$ cat config.mk
export PLATFORM = sky130hd
export DESIGN_NAME = mrscr_regs
export DESIGN_NICKNAME = d
export VERILOG_FILES = /design/src/design/mrscr_pkg.sv /design/src/design/mrscr_regs.sv
export SDC_FILE = /design/constraint.sdc
export NUM_CORES = 2
export LEC_CHECK = 0
export BUFFER_PORTS_ARGS = -buffer_cell sky130_fd_sc_hd__buf_2
export CORE_MARGIN = 4
export CORE_UTILIZATION = 40
export DETAILED_ROUTE_END_ITERATION = 16
export PLACE_DENSITY = 0.63
export SYNTH_ARGS = -nofsm -noshare
export SYNTH_HDL_FRONTEND = slang
export SYNTH_SLANG_ARGS = --single-unit
$ cat constraint.sdc
create_clock -name CLK_SYS -period 6.1 [get_ports CLK_SYS]
set_input_delay 1.22 -clock CLK_SYS [delete_from_list [all_inputs] [get_ports CLK_SYS]]
set_output_delay 1.22 -clock CLK_SYS [all_outputs]
set_load 0.1 [all_outputs]
$ cat src/design/mrscr_pkg.sv
// Contract
// - Peak registers take the largest-magnitude signed sample of each low-rate interval.
// - Apparent power is RMS voltage times RMS current, non-negative fraction.
// - Power factor is active over apparent power, signed like active power.
// - Temperature is 24-bit two's complement, binary point after bit 16.
// - Pulse source registers hold signed values feeding the energy pulse outputs.
// - Writing one clears a status bit above bit 0 only once its cause is gone; writing one to bit 0 sets it.
// - A mask bit of one lets its status bit drive the interrupt pin.
// - Bit 23 sets on low-rate update, command completion and reset completion.
// - Bit 20 sets whenever sample-rate results are refreshed.
// - Instantaneous overrange flags at bits 17, 22, 16 and 21.
// - RMS overrange flags at bits 14, 19, 13 and 18.
// - Energy overrange flags at bits 12 and 15.
// - Current fault flags at bits 11 and 9, sag flags at 10 and 8.
// - Bit 7 sets on temperature update, bit 1 on line-frequency update.
// - Oscillation flags at bits 4, 6, 3 and 5.
// - Bit 2 sets on low supply and resists clearing until supply is high.
// - Bit 0 normally reads one and drops to zero on an invalid command.
// - Control bits 23 to 16 hold the signed channel-2 phase delay.
// - Range select bits 5 and 12: zero 250 mV, one 50 mV.
// - Writing one to control bit 8 stops a serial-memory sequence.
// - Control bit 4 makes the interrupt output open-drain.
// - Control bit 2 disables the clock output, bit 1 the crystal oscillator.
// - Interrupt pin: level low, level high, low pulse or high pulse.
package mrscr_pkg;
   localparam int W = 24;
   localparam logic [4:0] ADDR_STATUS    = 5'h0F;
   localparam logic [4:0] ADDR_I1_PEAK   = 5'h12;
   localparam logic [4:0] ADDR_V1_PEAK   = 5'h13;
   localparam logic [4:0] ADDR_S1        = 5'h14;
   localparam logic [4:0] ADDR_PF1       = 5'h15;
   localparam logic [4:0] ADDR_I2_PEAK   = 5'h16;
   localparam logic [4:0] ADDR_V2_PEAK   = 5'h17;
   localparam logic [4:0] ADDR_S2        = 5'h18;
   localparam logic [4:0] ADDR_PF2       = 5'h19;
   localparam logic [4:0] ADDR_MASK      = 5'h1A;
   localparam logic [4:0] ADDR_TEMP      = 5'h1B;
   localparam logic [4:0] ADDR_CTRL      = 5'h1C;
   localparam logic [4:0] ADDR_ACT_PULSE = 5'h1D;
   localparam logic [4:0] ADDR_APP_PULSE = 5'h1E;
   localparam logic [4:0] ADDR_REA_PULSE = 5'h1F;
   localparam logic [23:0] STATUS_RESET  = 24'h000001;
   localparam logic [23:0] MASK_RESET    = 24'h000000;
   localparam logic [23:0] CTRL_RESET    = 24'h000000;
   localparam logic [23:0] CTRL_STORE    = 24'hFF1036;
   localparam logic [23:0] COND_BITS     = 24'h6FFF78;
   localparam int BIT_LOWRATE_RDY = 23;
   localparam int BIT_SAMPLE_RDY  = 20;
   localparam int BIT_TEMP_UPD    = 7;
   localparam int BIT_LOW_SUPPLY  = 2;
   localparam int BIT_FREQ_UPD    = 1;
   localparam int BIT_BAD_CMD     = 0;
   localparam int CTRL_PHASE_LSB  = 16;
   localparam int CTRL_CUR2_RANGE = 12;
   localparam int CTRL_MEM_STOP   = 8;
   localparam int CTRL_CUR1_RANGE = 5;
   localparam int CTRL_IRQ_OD     = 4;
   localparam int CTRL_NO_CLKOUT  = 2;
   localparam int CTRL_NO_OSC     = 1;
   localparam int S_SHIFT         = 25;
   localparam logic [4:0] DIV_STEPS = 5'h17;
   localparam logic [23:0] PF_POS_MAX = 24'h7FFFFF;
   localparam logic [23:0] PF_NEG_MAX = 24'h800000;
   typedef enum logic [1:0] {
      MRSCR_IDLE = 2'b00,
      MRSCR_CH1  = 2'b01,
      MRSCR_CH2  = 2'b10
   } mrscr_div_e;
   typedef struct packed {
      logic [23:0] cur1;
      logic [23:0] volt1;
      logic [23:0] cur2;
      logic [23:0] volt2;
   } mrscr_quad_s;
   typedef struct packed {
      logic [23:0] active;
      logic [23:0] apparent;
      logic [23:0] reactive;
   } mrscr_pulse_s;
endpackage

$ cat src/design/mrscr_regs.sv
`timescale 1ns/1ps
`default_nettype none
module mrscr_regs (
   input  wire logic                 CLK_SYS,
   input  wire logic                 RST_N,
   input  wire logic                 REG_SEL,
   input  wire logic [4:0]           REG_ADDR,
   input  wire logic                 REG_WR,
   input  wire logic                 REG_RD,
   input  wire logic [23:0]          REG_WDATA,
   output logic [23:0]               REG_RDATA,
   input  wire logic                 SAMPLE_STB,
   input  wire logic                 LOWRATE_STB,
   input  wire mrscr_pkg::mrscr_quad_s SAMPLES,
   input  wire mrscr_pkg::mrscr_quad_s RMS,
   input  wire logic [23:0]          P1_AVG,
   input  wire logic [23:0]          P2_AVG,
   input  wire mrscr_pkg::mrscr_pulse_s PULSE_IN,
   input  wire logic                 TEMP_STB,
   input  wire logic [23:0]          TEMP_IN,
   input  wire logic                 FREQ_STB,
   input  wire logic                 CMD_DONE,
   input  wire logic                 BAD_CMD,
   input  wire logic [23:0]          STATUS_COND,
   input  wire logic                 SUPPLY_BELOW_LOW,
   input  wire logic                 SUPPLY_ABOVE_HIGH,
   input  wire logic                 IRQ_PULSE_SELECT,
   input  wire logic                 IRQ_POLARITY_SELECT,
   output mrscr_pkg::mrscr_pulse_s   PULSE_SRC,
   output logic [7:0]                PHASE_DELAY_CH2,
   output logic                      CUR1_RANGE_SELECT,
   output logic                      CUR2_RANGE_SELECT,
   output logic                      SERIAL_MEM_STOP,
   output logic                      HOST_CLOCK_OUT_DISABLE,
   output logic                      CRYSTAL_OSC_DISABLE,
   output logic                      IRQ_OUT,
   output logic                      IRQ_OE
);
   import mrscr_pkg::*;

   // ==========================================================
   // Helper functions.
   function automatic logic [23:0] mag(input logic [23:0] x);
      mag = x[23] ? 24'(~x + 24'h000001) : x;
   endfunction

   function automatic logic [23:0] apparent(input logic [23:0] vr,
                                            input logic [23:0] ir);
      logic [47:0] prod;
      prod = {24'h000000, vr} * {24'h000000, ir};
      apparent = {1'b0, prod[47:S_SHIFT]};
   endfunction

   // ==========================================================
   // State.
   logic [23:0] status_reg;
   logic [23:0] mask_reg;
   logic [23:0] ctrl_reg;
   logic        stop_reg;
   logic        boot_reg;
   logic        low_supply_hold_reg;
   mrscr_quad_s run_reg;
   mrscr_quad_s peak_reg;
   logic [23:0] s1_reg;
   logic [23:0] s2_reg;
   logic [23:0] pf1_reg;
   logic [23:0] pf2_reg;
   logic [23:0] p2_hold_reg;
   logic [23:0] temp_reg;
   mrscr_pulse_s pulse_reg;
   logic [23:0] rdata_reg;
   logic        irq_req_reg;
   logic        irq_out_reg;
   logic        irq_oe_reg;
   mrscr_div_e  div_state_reg;
   mrscr_div_e  div_state_next;
   logic [4:0]  div_cnt_reg;
   logic [24:0] div_rem_reg;
   logic [22:0] div_quo_reg;
   logic        div_neg_reg;
   logic        div_sat_reg;

   // ==========================================================
   // Bus decode.
   wire wr_status = REG_SEL & REG_WR & (REG_ADDR == ADDR_STATUS);
   wire wr_mask   = REG_SEL & REG_WR & (REG_ADDR == ADDR_MASK);
   wire wr_ctrl   = REG_SEL & REG_WR & (REG_ADDR == ADDR_CTRL);
   wire rd_any    = REG_SEL & REG_RD;

   // ==========================================================
   // Peak tracking.
   function automatic logic [23:0] bigger(input logic [23:0] a,
                                          input logic [23:0] b);
      bigger = (mag(b) > mag(a)) ? b : a;
   endfunction

   mrscr_quad_s run_now;
   assign run_now.cur1  = SAMPLE_STB ? bigger(run_reg.cur1, SAMPLES.cur1)
                                     : run_reg.cur1;
   assign run_now.volt1 = SAMPLE_STB ? bigger(run_reg.volt1, SAMPLES.volt1)
                                     : run_reg.volt1;
   assign run_now.cur2  = SAMPLE_STB ? bigger(run_reg.cur2, SAMPLES.cur2)
                                     : run_reg.cur2;
   assign run_now.volt2 = SAMPLE_STB ? bigger(run_reg.volt2, SAMPLES.volt2)
                                     : run_reg.volt2;

   always_ff @(posedge CLK_SYS or negedge RST_N) begin
      if (!RST_N) begin
         run_reg  <= '0;
         peak_reg <= '0;
      end else if (LOWRATE_STB) begin
         peak_reg <= run_now;
         run_reg  <= '0;
      end else begin
         run_reg  <= run_now;
      end
   end

   // ==========================================================
   // Apparent power, pulse sources and temperature.
   always_ff @(posedge CLK_SYS or negedge RST_N) begin
      if (!RST_N) begin
         s1_reg      <= '0;
         s2_reg      <= '0;
         p2_hold_reg <= '0;
         pulse_reg   <= '0;
      end else if (LOWRATE_STB) begin
         s1_reg      <= apparent(RMS.volt1, RMS.cur1);
         s2_reg      <= apparent(RMS.volt2, RMS.cur2);
         p2_hold_reg <= P2_AVG;
         pulse_reg   <= PULSE_IN;
      end
   end

   always_ff @(posedge CLK_SYS or negedge RST_N) begin
      if (!RST_N) begin
         temp_reg <= '0;
      end else if (TEMP_STB) begin
         temp_reg <= TEMP_IN;
      end
   end

   // ==========================================================
   // Power factor divider, channel 1 then channel 2.
   wire        div_ch2   = (div_state_reg == MRSCR_CH2);
   wire [23:0] div_den   = div_ch2 ? s2_reg : s1_reg;
   wire [24:0] div_shift = {div_rem_reg[23:0], 1'b0};
   wire        div_ge    = div_shift >= {1'b0, div_den};
   wire [24:0] div_rem_n = div_ge ? 25'(div_shift - {1'b0, div_den})
                                  : div_shift;
   wire [22:0] div_quo_n = {div_quo_reg[21:0], div_ge};
   wire        div_last  = (div_cnt_reg == DIV_STEPS);
   wire [23:0] pf_mag    = {1'b0, div_quo_reg};
   wire [23:0] pf_val    = div_sat_reg ?
                           (div_neg_reg ? PF_NEG_MAX : PF_POS_MAX) :
                           (div_neg_reg ? 24'(~pf_mag + 24'h000001)
                                        : pf_mag);
   wire [23:0] p2_mag    = mag(p2_hold_reg);
   wire        p2_sat    = (p2_mag >= s2_reg);

   always_comb begin
      div_state_next = div_state_reg;
      case (div_state_reg)
         MRSCR_IDLE: begin
            if (LOWRATE_STB) begin
               div_state_next = MRSCR_CH1;
            end
         end
         MRSCR_CH1: begin
            if (div_last) begin
               div_state_next = MRSCR_CH2;
            end
         end
         MRSCR_CH2: begin
            if (div_last) begin
               div_state_next = MRSCR_IDLE;
            end
         end
         default: begin
            div_state_next = MRSCR_IDLE;
         end
      endcase
   end

   always_ff @(posedge CLK_SYS or negedge RST_N) begin
      if (!RST_N) begin
         div_state_reg <= MRSCR_IDLE;
         div_cnt_reg   <= '0;
         div_rem_reg   <= '0;
         div_quo_reg   <= '0;
         div_neg_reg   <= 1'b0;
         div_sat_reg   <= 1'b0;
         pf1_reg       <= '0;
         pf2_reg       <= '0;
      end else begin
         div_state_reg <= div_state_next;
         if (div_state_reg == MRSCR_IDLE) begin
            div_cnt_reg <= '0;
            div_quo_reg <= '0;
            div_rem_reg <= {1'b0, mag(P1_AVG)};
            div_neg_reg <= P1_AVG[23];
            div_sat_reg <= (mag(P1_AVG) >= apparent(RMS.volt1, RMS.cur1));
         end else if (!div_last) begin
            div_cnt_reg <= div_cnt_reg + 5'h01;
            div_rem_reg <= div_rem_n;
            div_quo_reg <= div_quo_n;
         end else begin
            if (div_ch2) begin
               pf2_reg <= pf_val;
            end else begin
               pf1_reg <= pf_val;
            end
            div_cnt_reg <= '0;
            div_quo_reg <= '0;
            div_rem_reg <= {1'b0, p2_mag};
            div_neg_reg <= p2_hold_reg[23];
            div_sat_reg <= p2_sat;
         end
      end
   end

   // ==========================================================
   // Status register.
   wire [23:0] cond_level = STATUS_COND & COND_BITS;
   wire [23:0] set_vec =
      cond_level |
      (24'((LOWRATE_STB | CMD_DONE | boot_reg)) << BIT_LOWRATE_RDY) |
      (24'(SAMPLE_STB) << BIT_SAMPLE_RDY) |
      (24'(TEMP_STB) << BIT_TEMP_UPD) |
      (24'(FREQ_STB) << BIT_FREQ_UPD) |
      (24'(low_supply_hold_reg) << BIT_LOW_SUPPLY);
   wire [23:0] w1c_vec   = wr_status ? REG_WDATA : 24'h000000;
   wire [23:0] clr_vec   = w1c_vec & ~set_vec;
   wire [23:0] st_upper  = (status_reg & ~clr_vec) | set_vec;
   wire        bad_next  = BAD_CMD ? 1'b0 :
                           (w1c_vec[BIT_BAD_CMD] | status_reg[BIT_BAD_CMD]);
   wire [23:0] status_next = {st_upper[23:1], bad_next};

   always_ff @(posedge CLK_SYS or negedge RST_N) begin
      if (!RST_N) begin
         status_reg <= STATUS_RESET;
         boot_reg   <= 1'b1;
      end else begin
         status_reg <= status_next;
         boot_reg   <= 1'b0;
      end
   end

   always_ff @(posedge CLK_SYS or negedge RST_N) begin
      if (!RST_N) begin
         low_supply_hold_reg <= 1'b0;
      end else if (SUPPLY_BELOW_LOW) begin
         low_supply_hold_reg <= 1'b1;
      end else if (SUPPLY_ABOVE_HIGH) begin
         low_supply_hold_reg <= 1'b0;
      end
   end

   // ==========================================================
   // Mask and control registers.
   always_ff @(posedge CLK_SYS or negedge RST_N) begin
      if (!RST_N) begin
         mask_reg <= MASK_RESET;
         ctrl_reg <= CTRL_RESET;
         stop_reg <= 1'b0;
      end else begin
         if (wr_mask) begin
            mask_reg <= REG_WDATA;
         end
         if (wr_ctrl) begin
            ctrl_reg <= REG_WDATA & CTRL_STORE;
         end
         stop_reg <= wr_ctrl & REG_WDATA[CTRL_MEM_STOP];
      end
   end

   // ==========================================================
   // Interrupt pin.
   wire irq_req_next = |(status_next & mask_reg);
   wire irq_active   = IRQ_PULSE_SELECT ? (irq_req_next & ~irq_req_reg)
                                        : irq_req_next;
   wire irq_level    = IRQ_POLARITY_SELECT ? irq_active : ~irq_active;
   wire od_next      = wr_ctrl ? REG_WDATA[CTRL_IRQ_OD]
                               : ctrl_reg[CTRL_IRQ_OD];
   wire irq_oe_next  = ~od_next | ~irq_level;

   always_ff @(posedge CLK_SYS or negedge RST_N) begin
      if (!RST_N) begin
         irq_req_reg <= 1'b0;
         irq_out_reg <= 1'b1;
         irq_oe_reg  <= 1'b1;
      end else begin
         irq_req_reg <= irq_req_next;
         irq_out_reg <= irq_level;
         irq_oe_reg  <= irq_oe_next;
      end
   end

   // ==========================================================
   // Read data.
   logic [23:0] rmux;
   always_comb begin
      case (REG_ADDR)
         ADDR_STATUS:    rmux = status_reg;
         ADDR_I1_PEAK:   rmux = peak_reg.cur1;
         ADDR_V1_PEAK:   rmux = peak_reg.volt1;
         ADDR_S1:        rmux = s1_reg;
         ADDR_PF1:       rmux = pf1_reg;
         ADDR_I2_PEAK:   rmux = peak_reg.cur2;
         ADDR_V2_PEAK:   rmux = peak_reg.volt2;
         ADDR_S2:        rmux = s2_reg;
         ADDR_PF2:       rmux = pf2_reg;
         ADDR_MASK:      rmux = mask_reg;
         ADDR_TEMP:      rmux = temp_reg;
         ADDR_CTRL:      rmux = ctrl_reg;
         ADDR_ACT_PULSE: rmux = pulse_reg.active;
         ADDR_APP_PULSE: rmux = pulse_reg.apparent;
         ADDR_REA_PULSE: rmux = pulse_reg.reactive;
         default:        rmux = 24'h000000;
      endcase
   end

   always_ff @(posedge CLK_SYS or negedge RST_N) begin
      if (!RST_N) begin
         rdata_reg <= '0;
      end else if (rd_any) begin
         rdata_reg <= rmux;
      end
   end

   // ==========================================================
   // Outputs.
   assign REG_RDATA              = rdata_reg;
   assign PULSE_SRC              = pulse_reg;
   assign PHASE_DELAY_CH2        = ctrl_reg[CTRL_PHASE_LSB +: 8];
   assign CUR1_RANGE_SELECT      = ctrl_reg[CTRL_CUR1_RANGE];
   assign CUR2_RANGE_SELECT      = ctrl_reg[CTRL_CUR2_RANGE];
   assign SERIAL_MEM_STOP        = stop_reg;
   assign HOST_CLOCK_OUT_DISABLE = ctrl_reg[CTRL_NO_CLKOUT];
   assign CRYSTAL_OSC_DISABLE    = ctrl_reg[CTRL_NO_OSC];
   assign IRQ_OUT                = irq_out_reg;
   assign IRQ_OE                 = irq_oe_reg;
endmodule
`default_nettype wire

======== Word-level counts from Yosys, hierarchy flattened ========
Cells that the tools add are included.
operators by class
  reductions and logical operators ........ 7
  muxes and demuxes ....................... 46
  add/subtract/negate cells ............... 13
  magnitude comparators ................... 7
  bitwise operators ....................... 39
  multiply operators ...................... 2
  equal/unequal tests ..................... 21
operator list
  operator                                        count
  2-to-1 mux 24 bit                               25
  case mux 24 bit (15 select lines)               1
  NOT 24 bit                                      12
  adder 24 x 1 -> 24 bit (second input constant)  11
  > comparator 24 bit                             4
  multiplier 24 x 24 -> 48 bit                    2
  2-to-1 mux 96 bit                               1
  equality test 5 bit (second input constant)     15
  bitwise AND 24 bit                              3
  2-to-1 mux 23 bit                               3
  >= comparator 24 x 23 -> 1 bit                  2
  >= comparator 25 x 23 -> 1 bit                  1
  NOT 23 -> 24 bit                                1
  bitwise OR 23 x 24 -> 24 bit                    1
  bitwise OR 24 x 2 -> 24 bit                     1
  bitwise OR 24 x 21 -> 24 bit                    1
  bitwise OR 24 bit                               1
  bitwise OR 24 x 3 -> 24 bit                     1
  bitwise OR 24 x 8 -> 24 bit                     1
  OR reduction 24 bit                             1
  subtractor 24 x 23 -> 24 bit                    1
  2-to-1 mux 1 bit                                10
  2-to-1 mux 5 bit                                2
  AND reduction 3 bit                             3
  other kinds (13)                                31
word-level totals
  output and inout bits ................... 111
  logic and storage cells ................. 168
  bits of input ports ..................... 404
  bits in registers ....................... 553

======== Depth between registers and ports, before layout ========
  word-level depth ........................ 20
  mapped depth ............................ 33
  depth with buffers taken out ............ 32

======== Worst setup path before layout ========
Ideal clock, no wire load.
  path kind ............................... input -> register
  from .................................... in RMS[81] in the netlist's numbering
  to ...................................... reg div_sat_reg
  setup time .............................. 129 ps
  arrival ................................. 8807 ps
  buffers on the path ..................... 2
  stages .................................. 29
  data required time ...................... 5971 ps
  slack ................................... -2836 ps
  cell sequence ........................... clkbuf_1 -> nand2_1 -> fa_1 -> inv_1 -> fa_1 -> inv_1 -> fa_1 -> inv_1 -> fa_1 -> fa_1 -> fa_1 -> inv_1 -> fa_1 -> inv_1 -> ha_1 -> clkbuf_1 -> nand3_1 -> a2111oi_0 -> or4b_2 -> nand2_1 -> o21ai_0 -> o21ai_0 -> xnor2_1 -> ha_1 -> a21o_1 -> a2111oi_0 -> nand2_1 -> a211oi_1 -> a211oi_1
between the ends
  word-level cells in the longest chain between the ends .. 3
RTL lines
  element                         line               RTL
  start: declaration              mrscr_regs.sv:15   input wire mrscr_pkg::mrscr_quad_s RMS,
  multiplier 24 x 24 -> 48 bit    mrscr_regs.sv:50   prod = {24'h000000, vr} * {24'h000000, ir};
  >= comparator 24 x 23 -> 1 bit  mrscr_regs.sv:202  div_sat_reg <= (mag(P1_AVG) >= apparent(RMS.volt1, RMS.cur1));
  2-to-1 mux 1 bit                mrscr_regs.sv:197  if (div_state_reg == MRSCR_IDLE) begin
  end signal: assignment          mrscr_regs.sv:202
  end signal: assignment          mrscr_regs.sv:217  div_sat_reg <= p2_sat;
  end: declaration                mrscr_regs.sv:81   logic div_sat_reg;
Every way passes these cells.
A chain may end at the register's enable or synchronous reset.

======== Worst setup path after layout ========
  from .................................... in RMS[85] in the netlist's numbering
  to ...................................... reg div_sat_reg
The elaborated chain is that of the path after synthesis.

==> impl_metrics.ini <==
[hold_path]
hp-start = REG_RDATA[11]$_DFFE_PN0P_
whs_path_depth = 1
whs_endpoint = REG_RDATA[11]$_DFFE_PN0P_
min_path_type = flop to flop

[synthesis]
synth_ff_type = dfrtp_1
yosysMostFrequentCell = inv_1
yosysTopAreaCellShare_pct = 27.9
synthCells = 7522
yosysWarnings = 0
synthesis.area_um2 = 69000
synth.avg_cell_area_um2 = 9.17
yosysSeqAreaShare_pct = 20.1
syn_nets = 9406
synth_area_leader_cell = fa_1
synth_cell_types = 78
synth_area_leaders = fa_1 28%, dfrtp_1 20%, ha_1 9.4%, inv_1 6.0%, nand2_1 5.4%
synthTopCellsByCount = 1096 x inv_1, 998 x nand2_1, 963 x fa_1
synth_edf_count = 0
ys_ff_latch = 553
async_reset_ff_share_pct = 100

[grt]
grt_use_met1_pct = 35.2
overflow = 0
antenna_found_initial = 66
grt.met3_usage_pct = 3.60
grt_pass1_wl_um = 365000
top_usage_layer = met2
grt_use_met2_pct = 42.8
track_usage_pct = 26.2
grt_pass1_vias = 60100
grt_start_max_net_pins = 167

[routing]
drcViolationCount = 0
drt-total-wl_um = 240000
dr_total_vias = 58300
wire_per_inst_um = 22.2
viasPerCell = 5.41
postRouteAntennaNets = 0
drtIter0Drc = 4455
firstDrtPassIters = 7

[placed_design]
place_congestion = 0.977
port_buffers = 508
place_area_um2 = 78600
hpwl_um = 194000

[critical_path]
crit_top_cell = fa_1
reg2reg_slack_ns = 0.41
crit_slowest_cell = fa_1
path_class = primary input to flop
r2r_cells = 17
startpoint_type = primary input
worstReg2RegEnd = peak_reg[7]$_DFFE_PN0P_
timing.rr.start = run_reg[0]$_DFF_PN0_
path_max_fanout = 7
crit_required_ns = 6.64
cp_data_arrival_time_ns = 8.35
cp_slowest_stage_delay_ns = 0.59
worstSetupEndpointType = flop

[floorplan]
rows = 152
die_h_um = 423
core_um2 = 172000
io-pin-count = 515
dieArea_um2 = 179000
dieWidth_um = 423
start_util_pct = 40.2

[sta]
fin_hold_ws_ns = 0.477
timing.fmax_ghz = 0.128
slew_viol_final = 0
relSlewSlack_pct = 12.4
period_share_pct = 128
tightest_slew_ns = 1.31
finalHoldViolCount = 0
finalSetupViolCount = 47
min_period_ns = 7.81
tns_ns = -32.73
fin_worst_skew_ns = 0.0287
fin_ws_ns = -1.71
rsz0062_at_grt = yes

[clock_tree]
htreeDepth = 2
tritoncts = yes
clk_latency_ns = 0.65
cts.sinks = 553
cts_buffers = 56
ctsLongestPathBuffers = 3
clk_pin_slew_ns = 0.07
cts-root-buf = clkbuf_16
holdBufCountCts = 0

[finish]
fin_nets = 10300
area_growth_pct = 22.7
drive_above_1_share_pct = 23.3
finalCoreUtilization_pct = 49.3
postLayoutCellArea_um2 = 84600

[status]
violations = negative setup slack
status = finished, violations left

[job]
cap_violations = 0
==> per-layer routing <==
metal,part of all wire (%),up-vias,wire [um]
met4,4.2,10,10000
met5,0.028,-,66
met3,6.4,422,15300
met2,48,1992,114000
met1,42,29700,99700
li1,-,26100,-
==> cell usage in the layout (no fill, tap or decap), drive strengths merged, types with 36 or more instances in the layout <==
cell / instances
ha: 517
or4: 37
o21ai: 281
clkbuf: 82
fa: 963
a22oi: 117
diode: 44
o22ai: 53
or3: 50
mux2i: 110
and3: 36
mux2: 163
xor2: 118
nor3: 39
nor2: 389
and2: 479
a21oi: 218
nand3: 78
a21o: 125
inv: 1100
nand2: 998
nand4: 84
dfrtp: 549
xnor2: 172
o31ai: 76
buf: 1180
==> area by class of cell <==
type,count,area (um2)
fill,16000,86900
clock buffer,79,1650
multi-input combinational,5477,52200
tap,2310,2890
clock inverter,26,333
sequential,553,13800
timing repair buffer,1185,9500
inverter,1097,4120
antenna,44,110
==> critical path, delay by kind of cell <==
family                     cells  cell delay (ns)
adders and majority gates      9             4.07
xor gates and xnor gates       1             0.16
AOI/OAI and AO/OA              8             1.40
buffers and inverters          9             0.82
and+or+nand+nor                4             0.65
==> how the worst max path moves through the flow <==
| stage | start | endpoint | slack (ns) | depth (start not counted) |
|---|---|---|---|---|
| finish | RMS[85] | div_sat_reg$_DFFE_PN0P_ | -1.71 | 31 |
| global route | RMS[85] | div_sat_reg$_DFFE_PN0P_ | -1.99 | 32 |
| CTS | RMS[85] | div_sat_reg$_DFFE_PN0P_ | -1.66 | 31 |
| detailed placement | RMS[64] | div_sat_reg$_DFFE_PN0P_ | -2.74 | 29 |
| global placement | RMS[64] | div_sat_reg$_DFFE_PN0P_ | -2.67 | 29 |
| floorplan | RMS[84] | div_sat_reg$_DFFE_PN0P_ | -1.97 | 30 |
==> per-stage QoR <==
step	worst slack (ns)	std cells
6_report	-1.71	10800
5_1_grt	-1.99	10800
3_5_place_dp	-2.74	10500
4_1_cts	-1.66	10700
3_3_place_gp	-2.67	10500
2_1_floorplan	-1.97	7522
==> logic make-up after synthesis <==
group	count (synthesis)	synth area share (%)
AOI/OAI and AO/OA	1123	10.6
xor gates and xnor gates	290	3.68
adders and majority gates	1480	37.3
buffers and inverters	1492	8.17
DFF	553	20.1
muxes	273	4.26
other	1	0.00544
and+or+nand+nor	2310	15.9
==> what timing repair did <==
item,4_1_cts,5_1_grt
buffers inserted,59,38
endpoints found under the setup margin,47,47
pin swaps,169,171
gates cloned,6,2
gates resized for setup,482,321
Power is left out: the tool's default activity adds up to more than one toggle a clock period on the data nets, which glitch-free logic cannot reach.
